===== config.mk =====
export PLATFORM = sky130hd
export DESIGN_NAME = tne_numeric_entry
export DESIGN_NICKNAME = d
export VERILOG_FILES = /design/src/logic/tne_pkg.sv /design/src/logic/tne_numeric_entry.sv
export VERILOG_INCLUDE_DIRS = /design/src /design/src/logic
export SDC_FILE = /design/constraint.sdc
export NUM_CORES = 2
export LEC_CHECK = 0
export BUFFER_PORTS_ARGS = -buffer_cell sky130_fd_sc_hd__buf_2
export CAP_MARGIN = 20
export CORE_ASPECT_RATIO = 1.5
export CORE_MARGIN = 4
export CORE_UTILIZATION = 43
export DETAILED_ROUTE_END_ITERATION = 10
export PLACE_DENSITY_LB_ADDON = 0.08
export RECOVER_POWER = 50
export SYNTH_ARGS = -nofsm -noshare
export SYNTH_HDL_FRONTEND = slang
export SYNTH_SLANG_ARGS = --single-unit

===== constraint.sdc =====
create_clock -name aclk -period 18.35 [get_ports aclk]
set_input_delay 3.67 -clock aclk [delete_from_list [all_inputs] [get_ports aclk]]
set_output_delay 3.67 -clock aclk [all_outputs]
set_load 0.1 [all_outputs]

===== src/logic/tne_defines.svh =====
// Purpose: Offsets, fields, reset values and key codes of the entry block.
// Assumes: 32-bit AXI4-Lite register words, byte addresses.
// Notes:   Definitions only.
`ifndef TNE_DEFINES_SVH
`define TNE_DEFINES_SVH

// ----------------------------------------------------------------------
// Register byte offsets
// ----------------------------------------------------------------------
`define TNE_OFS_CTRL 8'h00
`define TNE_OFS_STATUS 8'h04
`define TNE_OFS_UPPER 8'h08
`define TNE_OFS_LOWER 8'h0C
`define TNE_OFS_PEND 8'h10
`define TNE_OFS_SEL 8'h14
`define TNE_OFS_DATA 8'h18
`define TNE_OFS_XY 8'h1C
`define TNE_OFS_BUZZ 8'h20

// ----------------------------------------------------------------------
// Control field positions and reset value
// ----------------------------------------------------------------------
`define TNE_CB_ENTRY 0
`define TNE_CB_HEX 1
`define TNE_CB_SIGN 2
`define TNE_CB_LIMIT 3
`define TNE_CB_DIRECT 4
`define TNE_CB_CHILD 5
`define TNE_CB_THUMB 6
`define TNE_CB_UPNEG 7
`define TNE_CB_LONEG 8
`define TNE_CTRL_W 9
`define TNE_CNT_LSB 16
`define TNE_CTRL_RST 9'h000
`define TNE_CNT_RST 6'h01

// ----------------------------------------------------------------------
// Touch switch numbers
// ----------------------------------------------------------------------
`define TNE_K_MENU 8'hE3
`define TNE_K_SYSUP 8'hE4
`define TNE_K_SYSDN 8'hE5
`define TNE_K_BUZZ 8'hE6
`define TNE_K_D0 8'hE7
`define TNE_K_D9 8'hF0
`define TNE_K_DA 8'hF1
`define TNE_K_DF 8'hF6
`define TNE_K_CLR 8'hF7
`define TNE_K_SIGN 8'hF8
`define TNE_K_POINT 8'hF9
`define TNE_K_HOME 8'hFA
`define TNE_K_DN 8'hFC
`define TNE_K_RIGHT 8'hFE
`define TNE_K_CONFIRM 8'hFF

// ----------------------------------------------------------------------
// Digit limits and responses
// ----------------------------------------------------------------------
`define TNE_MAX_DIG 4'h8
`define TNE_MAX_DIG_NEG 4'h7
`define TNE_MAX_FRAC 3'h7
`define TNE_MAX_FRAC_NEG 3'h6
`define TNE_RESP_OKAY 2'h0
`define TNE_RESP_SLVERR 2'h2

`endif


===== src/logic/tne_pkg.sv =====
// Purpose: Types of the numeric entry controller.
// Assumes: Field index fits six bits (up to 64 fields).
// Notes:   Constants live in tne_defines.svh.
package tne_pkg;

    typedef enum logic [2:0]
    {
        ST_IDLE = 3'b001,
        ST_HOME = 3'b010,
        ST_CHECK = 3'b100
    } tne_state_t;

    typedef struct packed {
        tne_state_t state;
        logic [8:0] ctrl;
        logic [5:0] field_cnt;
        logic [31:0] upper;
        logic [31:0] lower;
        logic [5:0] sel;
        logic [5:0] cur;
        logic [31:0] pend;
        logic [3:0] ndig;
        logic [2:0] nfrac;
        logic point;
        logic neg;
        logic buzzer;
        logic [5:0] scan;
        logic [5:0] best;
        logic [15:0] best_sum;
        logic aw_ok;
        logic [7:0] aw_addr;
        logic awready;
        logic w_ok;
        logic [31:0] wdata;
        logic wready;
        logic bvalid;
        logic [1:0] bresp;
        logic arready;
        logic rvalid;
        logic [1:0] rresp;
        logic [31:0] rdata;
        logic menu;
        logic notify;
        logic [7:0] notify_num;
        logic rpt;
        logic [5:0] rpt_field;
        logic [31:0] rpt_value;
        logic rpt_neg;
        logic mem_we;
        logic [5:0] mem_addr;
        logic [31:0] mem_wdata;
        logic xy_we;
        logic [15:0] xy_wdata;
    } tne_regs_t;

endpackage


===== src/logic/tne_numeric_entry.sv =====
// Purpose: Touch-panel numeric entry controller with AXI4-Lite registers.
// Assumes: Key and thumbwheel events come from scanner logic on aclk.
// Notes:   Values are kept as right-aligned nibble strings (BCD or hex).
//
// Overview of operation
// Switches 227-230 and 255 decode as menu, up, down, buzzer stop, confirm.
// System-key presses are never passed to the host as switch bits.
// Buzzer-stop key silences a sounding buzzer.
// Digits show in the active field; confirm stores and reports together.
// At most eight digits, seven with a minus sign, decimal or hex.
// Decimal without sign accepts 0 to 99999999.
// Decimal with sign accepts -9999999..+99999999, negatives seven digits.
// Thumbwheel with sign limits both polarities to seven digits; the wheel itself still steps all eight digits.
// At most seven fraction digits, six when negative.
// Hex attribute accepts unsigned values up to eight digits.
// Enabled limit check drops out-of-range values and reverts the field; wheel steps are stored unchecked.
// Limit check applies only with direct connection.
// Up to 50 entry fields per screen.
// Confirm key commits the shown value to memory and host.
// Numeric cursor keys choose which field takes entry.
// Thumbwheel steps digits; each change stored and reported at once; the wheel acts only with direct connection.
// A child screen never acts as an entry screen.
// On an entry screen switches 227-255 are never notified.
// Home moves to the field with the least X+Y sum.
// Digits beyond the allowed count are ignored.
`timescale 1ns/1ps
`include "tne_defines.svh"

module tne_numeric_entry
#(
    parameter int NUM_FIELDS = 50
)
(
    input wire logic aclk,
    input wire logic aresetn,
    input wire logic [7:0] s_axi_awaddr,
    input wire logic [2:0] s_axi_awprot,
    input wire logic s_axi_awvalid,
    output logic s_axi_awready,
    input wire logic [31:0] s_axi_wdata,
    input wire logic [3:0] s_axi_wstrb,
    input wire logic s_axi_wvalid,
    output logic s_axi_wready,
    output logic [1:0] s_axi_bresp,
    output logic s_axi_bvalid,
    input wire logic s_axi_bready,
    input wire logic [7:0] s_axi_araddr,
    input wire logic [2:0] s_axi_arprot,
    input wire logic s_axi_arvalid,
    output logic s_axi_arready,
    output logic [31:0] s_axi_rdata,
    output logic [1:0] s_axi_rresp,
    output logic s_axi_rvalid,
    input wire logic s_axi_rready,
    input wire logic key_valid,
    input wire logic [7:0] key_num,
    input wire logic wheel_valid,
    input wire logic wheel_up,
    input wire logic [2:0] wheel_digit,
    output logic sw_notify_valid,
    output logic [7:0] sw_notify_num,
    output logic menu_req,
    output logic buzzer_on,
    output logic entry_valid,
    output logic [5:0] entry_field,
    output logic [31:0] entry_value,
    output logic entry_neg
);

    // ------------------------------------------------------------------
    // Storage
    // ------------------------------------------------------------------
    tne_pkg::tne_regs_t r, n;
    logic [31:0] mem [0:NUM_FIELDS-1];
    logic [15:0] xy [0:NUM_FIELDS-1];
    logic [5:0] last_idx;

    // Signed-magnitude a <= b on nibble strings of equal alignment
    function automatic logic val_le(input logic an, input logic [31:0] a,
                                    input logic bn, input logic [31:0] b);
        val_le = (an != bn) ? an : (an ? (a >= b) : (a <= b));
    endfunction

    // Ring step over the defined fields
    function automatic logic [5:0] step(input logic [5:0] c,
                                        input logic [5:0] last,
                                        input logic fwd);
        step = fwd ? ((c >= last) ? 6'h00 : c + 6'h01)
                   : ((c == 6'h00 || c > last) ? last : c - 6'h01);
    endfunction

    assign last_idx = r.field_cnt - 6'h01;

    // ------------------------------------------------------------------
    // Next-state logic
    // ------------------------------------------------------------------
    // Key events arriving while the home scan or the limit check runs are
    // dropped; both take at most NUM_FIELDS cycles, far below key rates.
    always_comb
    begin
        logic entry_scr, is_sys, hex, thumb, sign_on, lim_ok, neg_lim, clr;
        logic [3:0] maxd, nib, top, digit;
        logic [2:0] maxf;
        logic [31:0] v;
        n = r;
        n.menu = 1'b0;
        n.notify = 1'b0;
        n.rpt = 1'b0;
        n.mem_we = 1'b0;
        n.xy_we = 1'b0;
        clr = 1'b0;
        hex = r.ctrl[`TNE_CB_HEX];
        thumb = r.ctrl[`TNE_CB_THUMB];
        sign_on = r.ctrl[`TNE_CB_SIGN] & ~hex;
        entry_scr = r.ctrl[`TNE_CB_ENTRY] & ~r.ctrl[`TNE_CB_CHILD];
        is_sys = (key_num >= `TNE_K_MENU && key_num <= `TNE_K_BUZZ) ||
                 key_num == `TNE_K_CONFIRM;
        neg_lim = r.neg | (thumb & sign_on);
        maxd = (hex || !neg_lim) ? `TNE_MAX_DIG : `TNE_MAX_DIG_NEG;
        maxf = r.neg ? `TNE_MAX_FRAC_NEG : `TNE_MAX_FRAC;
        digit = (key_num >= `TNE_K_DA) ? 4'hA + 4'(key_num - `TNE_K_DA)
                                       : 4'(key_num - `TNE_K_D0);
        lim_ok = val_le(r.ctrl[`TNE_CB_LONEG], r.lower, r.neg, r.pend) &&
                 val_le(r.neg, r.pend, r.ctrl[`TNE_CB_UPNEG], r.upper);
        v = mem[r.cur];
        nib = v[{wheel_digit, 2'b00} +: 4];
        top = hex ? 4'hF : 4'h9;

        // Touch switch and thumbwheel handling
        case (r.state)
            tne_pkg::ST_IDLE:
            begin
                if (key_valid)
                begin
                    // Silent for system keys, and 227-255 on entry screens
                    if (!is_sys && !(entry_scr && key_num >= `TNE_K_MENU))
                    begin
                        n.notify = 1'b1;
                        n.notify_num = key_num;
                    end
                    if (key_num == `TNE_K_MENU) n.menu = 1'b1;
                    else if (key_num == `TNE_K_BUZZ) n.buzzer = 1'b0;
                    else if (!entry_scr) n.state = tne_pkg::ST_IDLE;
                    else if (key_num == `TNE_K_CONFIRM)
                        n.state = tne_pkg::ST_CHECK;
                    else if (key_num >= `TNE_K_D0 && key_num <= `TNE_K_DF)
                    begin
                        // Hex digits only under the hex attribute
                        if ((hex || key_num <= `TNE_K_D9) &&
                            r.ndig < maxd &&
                            !(r.point && r.nfrac >= maxf))
                        begin
                            n.pend = {r.pend[27:0], digit};
                            n.ndig = r.ndig + 4'h1;
                            if (r.point)
                                n.nfrac = r.nfrac + 3'h1;
                        end
                    end
                    else if (key_num == `TNE_K_CLR)
                        clr = 1'b1;
                    else if (key_num == `TNE_K_SIGN)
                    begin
                        // Minus refused when the digits already need eight or the fraction already needs seven
                        if (sign_on && (r.neg || (r.ndig <= `TNE_MAX_DIG_NEG
                            && r.nfrac <= `TNE_MAX_FRAC_NEG)))
                            n.neg = ~r.neg;
                    end
                    else if (key_num == `TNE_K_POINT)
                    begin
                        if (!hex)
                            n.point = 1'b1;
                    end
                    else if (key_num == `TNE_K_HOME)
                    begin
                        n.state = tne_pkg::ST_HOME;
                        n.scan = 6'h00;
                        n.best = 6'h00;
                        n.best_sum = 16'hFFFF;
                    end
                    else if (key_num >= `TNE_K_SYSUP)
                    begin
                        // Cursor keys; moving abandons the pending value
                        n.cur = step(r.cur, last_idx,
                                     key_num == `TNE_K_SYSDN ||
                                     key_num == `TNE_K_DN ||
                                     key_num == `TNE_K_RIGHT);
                        clr = 1'b1;
                    end
                end
                else if (wheel_valid && entry_scr && thumb &&
                         r.ctrl[`TNE_CB_DIRECT])
                begin
                    // Wrap each digit within its own radix
                    if (wheel_up)
                        nib = (nib >= top) ? 4'h0 : nib + 4'h1;
                    else
                        nib = (nib == 4'h0) ? top : nib - 4'h1;
                    v[{wheel_digit, 2'b00} +: 4] = nib;
                    n.mem_we = 1'b1;
                    n.mem_addr = r.cur;
                    n.mem_wdata = v;
                    n.rpt = 1'b1;
                    n.rpt_field = r.cur;
                    n.rpt_value = v;
                    n.rpt_neg = 1'b0;
                end
            end
            tne_pkg::ST_HOME:
            begin
                // Linear scan keeps area small; ties keep the first field
                if (xy[r.scan] < r.best_sum)
                begin
                    n.best_sum = xy[r.scan];
                    n.best = r.scan;
                end
                if (r.scan >= last_idx)
                begin
                    n.cur = (xy[r.scan] < r.best_sum) ? r.scan : r.best;
                    n.state = tne_pkg::ST_IDLE;
                end
                else
                    n.scan = r.scan + 6'h01;
            end
            tne_pkg::ST_CHECK:
            begin
                if (!(r.ctrl[`TNE_CB_LIMIT] && r.ctrl[`TNE_CB_DIRECT]) ||
                    lim_ok)
                begin
                    n.mem_we = 1'b1;
                    n.mem_addr = r.cur;
                    n.mem_wdata = r.pend;
                    n.rpt = 1'b1;
                    n.rpt_field = r.cur;
                    n.rpt_value = r.pend;
                    n.rpt_neg = r.neg;
                end
                // Either way the entry is cleared and the stored value shows
                clr = 1'b1;
                n.state = tne_pkg::ST_IDLE;
            end
            default:
                n.state = tne_pkg::ST_IDLE;
        endcase
        // Drop the pending entry
        if (clr)
        begin
            n.pend = 32'h0000_0000;
            n.ndig = 4'h0;
            n.nfrac = 3'h0;
            n.point = 1'b0;
            n.neg = 1'b0;
        end

        // AXI4-Lite write: address and data taken in either order
        if (s_axi_awvalid && r.awready)
        begin
            n.aw_ok = 1'b1;
            n.aw_addr = s_axi_awaddr;
        end
        if (s_axi_wvalid && r.wready)
        begin
            n.w_ok = 1'b1;
            n.wdata = s_axi_wdata;
        end
        if (r.bvalid && s_axi_bready) n.bvalid = 1'b0;
        if (r.aw_ok && r.w_ok && !r.bvalid)
        begin
            n.aw_ok = 1'b0;
            n.w_ok = 1'b0;
            n.bvalid = 1'b1;
            n.bresp = `TNE_RESP_OKAY;
            // Byte strobes ignored: every register is written whole
            if (r.aw_addr == `TNE_OFS_CTRL)
            begin
                n.ctrl = r.wdata[`TNE_CTRL_W-1:0];
                if (r.wdata[`TNE_CNT_LSB +: 6] != 6'h00 &&
                    r.wdata[`TNE_CNT_LSB +: 6] <= 6'(NUM_FIELDS))
                    n.field_cnt = r.wdata[`TNE_CNT_LSB +: 6];
            end
            else if (r.aw_addr == `TNE_OFS_UPPER) n.upper = r.wdata;
            else if (r.aw_addr == `TNE_OFS_LOWER) n.lower = r.wdata;
            else if (r.aw_addr == `TNE_OFS_SEL)
                n.sel = (r.wdata[5:0] > last_idx) ? last_idx : r.wdata[5:0];
            else if (r.aw_addr == `TNE_OFS_DATA && !n.mem_we)
            begin
                n.mem_we = 1'b1;
                n.mem_addr = r.sel;
                n.mem_wdata = r.wdata;
            end
            else if (r.aw_addr == `TNE_OFS_XY)
            begin
                n.xy_we = 1'b1;
                n.xy_wdata = r.wdata[15:0];
            end
            else if (r.aw_addr == `TNE_OFS_BUZZ)
            begin
                // Set wins over a same-cycle buzzer-stop key
                if (r.wdata[0])
                    n.buzzer = 1'b1;
            end
            else if (r.aw_addr != `TNE_OFS_STATUS &&
                     r.aw_addr != `TNE_OFS_PEND)
                n.bresp = `TNE_RESP_SLVERR;
        end

        // AXI4-Lite read: one outstanding, SLVERR on unmapped addresses
        if (r.rvalid && s_axi_rready) n.rvalid = 1'b0;
        if (s_axi_arvalid && r.arready)
        begin
            n.rvalid = 1'b1;
            n.rresp = `TNE_RESP_OKAY;
            n.rdata = 32'h0000_0000;
            if (s_axi_araddr == `TNE_OFS_CTRL)
            begin
                n.rdata[`TNE_CTRL_W-1:0] = r.ctrl;
                n.rdata[`TNE_CNT_LSB +: 6] = r.field_cnt;
            end
            else if (s_axi_araddr == `TNE_OFS_STATUS)
                n.rdata = {4'h0, r.cur, 2'h0, r.state, r.buzzer,
                           r.point, r.neg, r.nfrac, 1'b0, r.ndig, 6'h00};
            else if (s_axi_araddr == `TNE_OFS_UPPER) n.rdata = r.upper;
            else if (s_axi_araddr == `TNE_OFS_LOWER) n.rdata = r.lower;
            else if (s_axi_araddr == `TNE_OFS_PEND) n.rdata = r.pend;
            else if (s_axi_araddr == `TNE_OFS_SEL) n.rdata[5:0] = r.sel;
            else if (s_axi_araddr == `TNE_OFS_DATA) n.rdata = mem[r.sel];
            else if (s_axi_araddr == `TNE_OFS_XY) n.rdata[15:0] = xy[r.sel];
            else if (s_axi_araddr == `TNE_OFS_BUZZ) n.rdata[0] = r.buzzer;
            else
                n.rresp = `TNE_RESP_SLVERR;
        end
        n.awready = ~n.aw_ok;
        n.wready = ~n.w_ok;
        n.arready = ~n.rvalid;
    end

    // ------------------------------------------------------------------
    // State registers
    // ------------------------------------------------------------------
    always_ff @(posedge aclk)
    begin
        if (!aresetn)
        begin
            r <= '0;
            r.state <= tne_pkg::ST_IDLE;
            r.ctrl <= `TNE_CTRL_RST;
            r.field_cnt <= `TNE_CNT_RST;
        end
        else
            r <= n;
    end

    // Field tables take the registered write one cycle after the event
    always_ff @(posedge aclk)
    begin
        if (r.mem_we)
            mem[r.mem_addr] <= r.mem_wdata;
        if (r.xy_we)
            xy[r.sel] <= r.xy_wdata;
    end

    // Outputs straight from the state register
    assign s_axi_awready = r.awready;
    assign s_axi_wready = r.wready;
    assign s_axi_bvalid = r.bvalid;
    assign s_axi_bresp = r.bresp;
    assign s_axi_arready = r.arready;
    assign s_axi_rvalid = r.rvalid;
    assign s_axi_rresp = r.rresp;
    assign s_axi_rdata = r.rdata;
    assign sw_notify_valid = r.notify;
    assign sw_notify_num = r.notify_num;
    assign menu_req = r.menu;
    assign buzzer_on = r.buzzer;
    assign entry_valid = r.rpt;
    assign entry_field = r.rpt_field;
    assign entry_value = r.rpt_value;
    assign entry_neg = r.rpt_neg;

endmodule


* After elaboration in Yosys (flattened, before gate mapping)
Memories as Yosys holds them, arrays and structs flattened. A register that Yosys moved wholly into a read port is not among the register bits.
Index checks and enable logic that the tools add are counted.
** Cells by class
- Muxes and demuxes :: 153
- Reductions and logical operators :: 66
- $add $sub $neg :: 12
- Bitwise operators :: 23
- Order comparisons :: 22
- Eq/ne operators :: 54
- Shift-type cells :: 3
** Operators by type and width (count)
- $mux 56 :: 5
- $mux 28 :: 9
- $mux 79 :: 3
- $pmux 79 s2 :: 1
- $mux 76 :: 2
- $mux 47 :: 3
- $mux 6 :: 23
- $mux 32 :: 4
- $mux 39 :: 3
- $eq 8x8->1 const B :: 10
- $ge 32x32->1 :: 2
- $le 32x32->1 :: 2
- $eq 8x5->1 const B :: 7
- $pmux 28 s2 :: 1
- $mux 1 :: 43
- $mux 3 :: 14
- $ne 2x2->1 const B :: 18
- $mux 35 :: 1
- $mux 17 :: 2
- $mux 2 :: 17
- $mux 33 :: 1
- $bwmux 32 :: 1
- $eq 8x4->1 const B :: 4
- $ge 8x8->1 const B :: 4
- other kinds (64) :: 153
** Storage, ports and cells
- Memories kept :: 2
- Word-level logic and storage cells :: 375
- Input port bits :: 79
- Output and inout port bits :: 92
- RAM bits :: 2400
- Bits in registers :: 353
** Memory list
- mem :: words 50, bits a word 32, read ports 2, clocked after memory_dff 2, wr ports 1, line tne_numeric_entry.sv:74 : logic [31:0] mem [0:NUM_FIELDS-1];
- xy :: words 50, bits a word 16, read ports 2, clocked after memory_dff 2, wr ports 1, line tne_numeric_entry.sv:75 : logic [15:0] xy [0:NUM_FIELDS-1];

* Logic depth before layout (Yosys ltp)
- Depth after elaboration :: 27
- Mapped depth :: 27
- Depth with buffers taken out :: 16

* Least setup slack after synthesis
Ideal clock, no wire load.
- Path type :: input to register
- From :: input port wheel_digit[0]
- To :: register r[47] (netlist bit)
- Setup time :: 0.119 ns
- Path slack :: 11.718 ns
- Data required time :: 18.231 ns
- Buffers on the path :: 2
- Data arrival time :: 6.513 ns
- Stages :: 12
- Path through :: clkbuf_1 -> inv_1 -> clkbuf_1 -> mux4_2 -> o21ai_1 -> ha_1 -> inv_1 -> a41oi_1 -> mux2_1 -> a211oi_4 -> o31ai_1 -> o221a_1
** Between the ends
- Cells in the longest elaborated chain, start to end :: 18
- Elaborated cells between the ends (all ways) :: 24
- Those cells by class :: add/sub (3); order compare (1); shift (3); mux (16); reduce/logical (1)
** Ends and longest elaborated chain
- start: declaration :: line tne_numeric_entry.sv:59 : input wire logic [2:0] wheel_digit,
- $shiftx 32x6->4 :: line tne_numeric_entry.sv:126 : nib = v[{wheel_digit, 2'b00} +: 4];
- $sub 4x1->4 (tied with other cells) :: line tne_numeric_entry.sv:197 : nib = (nib == 4'h0) ? top : nib - 4'h1;
- $mux 4 (on tied branches) :: line tne_numeric_entry.sv:197, tne_numeric_entry.sv:195
- $mux 4 :: line tne_numeric_entry.sv:194 : if (wheel_up)
- $mux 4 :: line tne_numeric_entry.sv:190 : else if (wheel_valid && entry_scr && thumb &&
- $mux 4 :: line tne_numeric_entry.sv:133 : if (key_valid)
- $mux 4 :: line tne_numeric_entry.sv:130 : case (r.state)
- $shiftx 4x7->32 :: line tne_numeric_entry.sv:198 : v[{wheel_digit, 2'b00} +: 4] = nib;
- (+2 left out)
- $mux 79 * :: line tne_numeric_entry.sv:133
- $pmux 79 s2 * :: line tne_numeric_entry.sv:130
- $mux 39 :: line tne_numeric_entry.sv:284 : else if (r.aw_addr == `TNE_OFS_DATA && !n.mem_we)
- $mux 56 :: line tne_numeric_entry.sv:282 : else if (r.aw_addr == `TNE_OFS_SEL)
- $mux 56 :: line tne_numeric_entry.sv:281 : else if (r.aw_addr == `TNE_OFS_LOWER) n.lower = r.wdata;
- $mux 56 :: line tne_numeric_entry.sv:280 : else if (r.aw_addr == `TNE_OFS_UPPER) n.upper = r.wdata;
- $mux 56 :: line tne_numeric_entry.sv:273 : if (r.aw_addr == `TNE_OFS_CTRL)
- $mux 56 * :: line tne_numeric_entry.sv:266 : if (r.aw_ok && r.w_ok && !r.bvalid)
- end signal: assignment :: line tne_numeric_entry.sv:349 : r <= n;
- end: declaration :: line tne_numeric_entry.sv:73 : tne_pkg::tne_regs_t r, n;
Mark *: on every way between the ends. The rest lies on a longest branch, timed or not. The select of a mux whose other input is x is not followed.
A chain may end at the register's enable or synchronous reset.

==> results.cfg <==
[logic_synthesis]
yosysTopAreaCell = edfxtp_1
synth_edf_count = 2400
ys_seq_area_share_pct = 60.5
synthTopCellsByCount = 2400 x edfxtp_1, 1178 x mux4_2, 571 x mux2i_1
synth_top_cell_area_share_pct = 54.9
yosysMostFrequentCell = edfxtp_1
synthArstFlopShare_pct = 0
yosysWarningCount = 0
ys.flop_type = edfxtp_1
ys_ff_latch = 2769
synth_cell_type_count = 87
syn_inst = 7912
netlist_area_mm2 = 0.131
ys_top_cells_by_area = edfxtp_1 55%, mux4_2 20%, dfxtp_1 5.6%
syn_area_per_cell_um2 = 16.6

[status]
violations = capacitance limit, slew limit
status = finished with violations

[drt]
drc_errors = 0
drt_pre_antenna_iters = 6
drt_iter0_drc = 8711
totalWireLength_um = 481000
postRouteAntennaNets = 0
avgRoutedWirePerCell_um = 39.4
vias = 79800
via_per_inst = 6.54

[finish]
fill_cells = 25800
fin_nets = 8163
areaGrowthSynthToFinish_pct = 10.7
layout-drive-gt1-share_pct = 26.6

[clock_network]
cts.sinks = 2769
clk_latency_ns = 0.90
cts_hold_buf = 0
numCtsBuffers = 291
ctsResizeCount = 0
cts.clk_slew.worst_paths_ns = 0.06
cts_tree = done
htreeDepth = 5
clockBufferDepth = 4
cts-root-buf = clkbuf_16
cts_setup_buffers = 0

[setup_path]
critical_path.most_common_cell = buf_4
path_cells = buf_4, buf_4, and2_4, buf_4, buf_4, a22oi_1, a21oi_1, nor3_1, a21o_1, mux4_2, o21ai_1, ha_1, inv_1, a41oi_1, mux2_1, a211oi_4, o32ai_1, o221a_1
end_kind = flip-flop
path_class = reg -> reg
critPathBufInv = 5
cp_max_fo = 32
cpPeakStageDelay_ns = 0.71
crit_slowest_cell = buf_4
worstSetupStartpointType = flip-flop
crit_family = compound AO/OA/AOI/OAI gates
required_ns = 19.11
cp.arrival_ns = 8.91
r2r_slack_ns = 10.20

[power]
pwr-share-clk_pct = 45.6
switching_share_pct = 21.2
power_uw = 12700
pwr-share-comb_pct = 1.4
p_seq_share_pct = 53.1
leakage_uw = 0.0438
power_density_mw_per_mm2 = 87.6
p_int_uw = 10000
vdd_drop_max_mv = 0.0904
power.switching_uw = 2690

[hold_path]
hp-class = reg -> reg
hp-start = r[318]

[timing]
fin_tns_setup_ns = 0
fin_crit_ns = 8.15
hold_ws_ns = 0.458
max-slew-margin-rel_pct = -172
drv_slew = 2651
hold_violations = 0
tightestPinTransition_ns = 4.08
rsz0062_at_grt = no
finalCritPeriodShare_pct = 44.4
fmax_ghz = 0.123
final-setup-viol-count = 0
fin_skew_ns = 0.0481
setup_slack_ns = 10.20

[die]
boundaryPins = 171
core-area_mm2 = 0.304
start_util_pct = 43.2
num_rows = 248
dieHeight_um = 685
die_w_um = 459
dieArea_mm2 = 0.314

[global_route]
grt_usage_pct = 30.2
grt_max_degree = 105
grt_pass1_vias = 81900
grt_overflow = 0
antenna_found_initial = 30
grt_pass1_wl_um = 661000

[placement]
dp_hpwl_um = 308000
io_buffers = 158
dpl_worst_slack_ns = 9.70
globalplace.congestion = 0.961

[flow_run]
maxCapViolations = 59
## worst reg2reg max path, stage by stage (launching register included)
cell and delay (ns):
dfxtp_4 0.65, buf_4 0.51, buf_4 0.53, and2_4 0.69, buf_4 0.65, buf_4 0.75, a22oi_1 0.24, a21oi_1 0.27
nor3_1 0.12, a21o_1 0.37, mux4_2 0.58, o21ai_1 0.42, ha_1 0.27, inv_1 0.06, a41oi_1 0.39, mux2_1 0.41
a211oi_4 0.51, o32ai_1 0.30, o221a_1 0.31
## layout make-up
class                      count  area [um2]  area share (%)
tap                         4000        5000            3.44
inverter                     120         458           0.315
sequential                  2769       79500            54.7
clock buffer                 374        7860            5.41
multi-input combinational   4350       48400            33.3
antenna                       21        52.6          0.0362
clock inverter               141        1160           0.801
timing repair buffer         432        2830            1.95
## through the flow
stage	cell area, um2	std cells	util [%]
after floorplan	131000	7913	-
after global placement	137000	11700	44.9
after detailed placement	137000	11700	44.9
after CTS	146000	12200	47.9
after global routing	145000	12200	47.8
final	145000	12200	47.8
## cells in the final DEF, fill, tap and decap left out, types with 22 or more instances in the layout
master / count
a211oi_1: 78
a21o_1: 22
a21oi_1: 436
a22oi_1: 198
a31oi_1: 47
buf_2: 159
buf_4: 216
clkbuf_1: 110
clkbuf_16: 299
clkinv_1: 55
clkinv_2: 46
dfxtp_1: 351
edfxtp_1: 2400
ha_1: 120
inv_1: 118
mux2_2: 88
mux2i_1: 571
mux4_2: 1178
nand2_1: 444
nand2b_1: 24
nand3_1: 80
nand4_1: 43
nor2_1: 311
nor2_4: 57
nor2b_1: 50
nor3_1: 35
nor4_1: 27
o211ai_1: 30
o21ai_0: 156
o22ai_1: 23
## layer usage
| metal | up-vias | part of all wire, % | global-route usage [%] | routed length, um |
|---|---|---|---|---|
| met5 | - | 0.018 | 0 | 87 |
| met4 | 14 | 7.0 | 17.0 | 33500 |
| met3 | 1021 | 6.1 | 4.14 | 29500 |
| met2 | 3526 | 51 | 53.0 | 247000 |
| met1 | 42800 | 36 | 35.6 | 171000 |
| li1 | 32400 | - | - | - |
## flip-flops by register name (all words and copies together), names as in the netlist, 6 cells and up, named ones only
register	cells
mem	1600
xy	800
r	261
entry_value	32
s_axi_rdata	32
sw_notify_num	8
entry_field	6
## path summary, 6_finish.rpt
check,end,depth (start not counted)
hold / removal,r[318],2
setup reg to reg,entry_value[18],18
hold reg to reg,r[318],2
setup / recovery,entry_value[18],18
## kinds of logic (layout without fill, tap and decap cells)
logic type	after synthesis	in the layout	share of synthesized area, %
adder cells (fa/ha/maj)	120	120	1.14
other	1	23	0.00286
XOR/XNOR	20	20	0.133
buffers and inverters	794	1067	3.03
AO/OA/AOI/OAI	1183	1183	5.80
AND/OR/NAND/NOR	1187	1187	4.01
multiplexers	1838	1838	25.3
flip-flops	2769	2769	60.5
## power groups by stage
stage	clock (uW)	combinational (uW)	sequential, uW
3_5_place_dp	0	171	6890
6_report	5800	173	6760
4_1_cts	5890	172	6760
5_1_grt	6140	182	6760
3_3_place_gp	0	170	6890
2_1_floorplan	0	117	6900
Note: power is estimated with default switching activity, not from simulation.
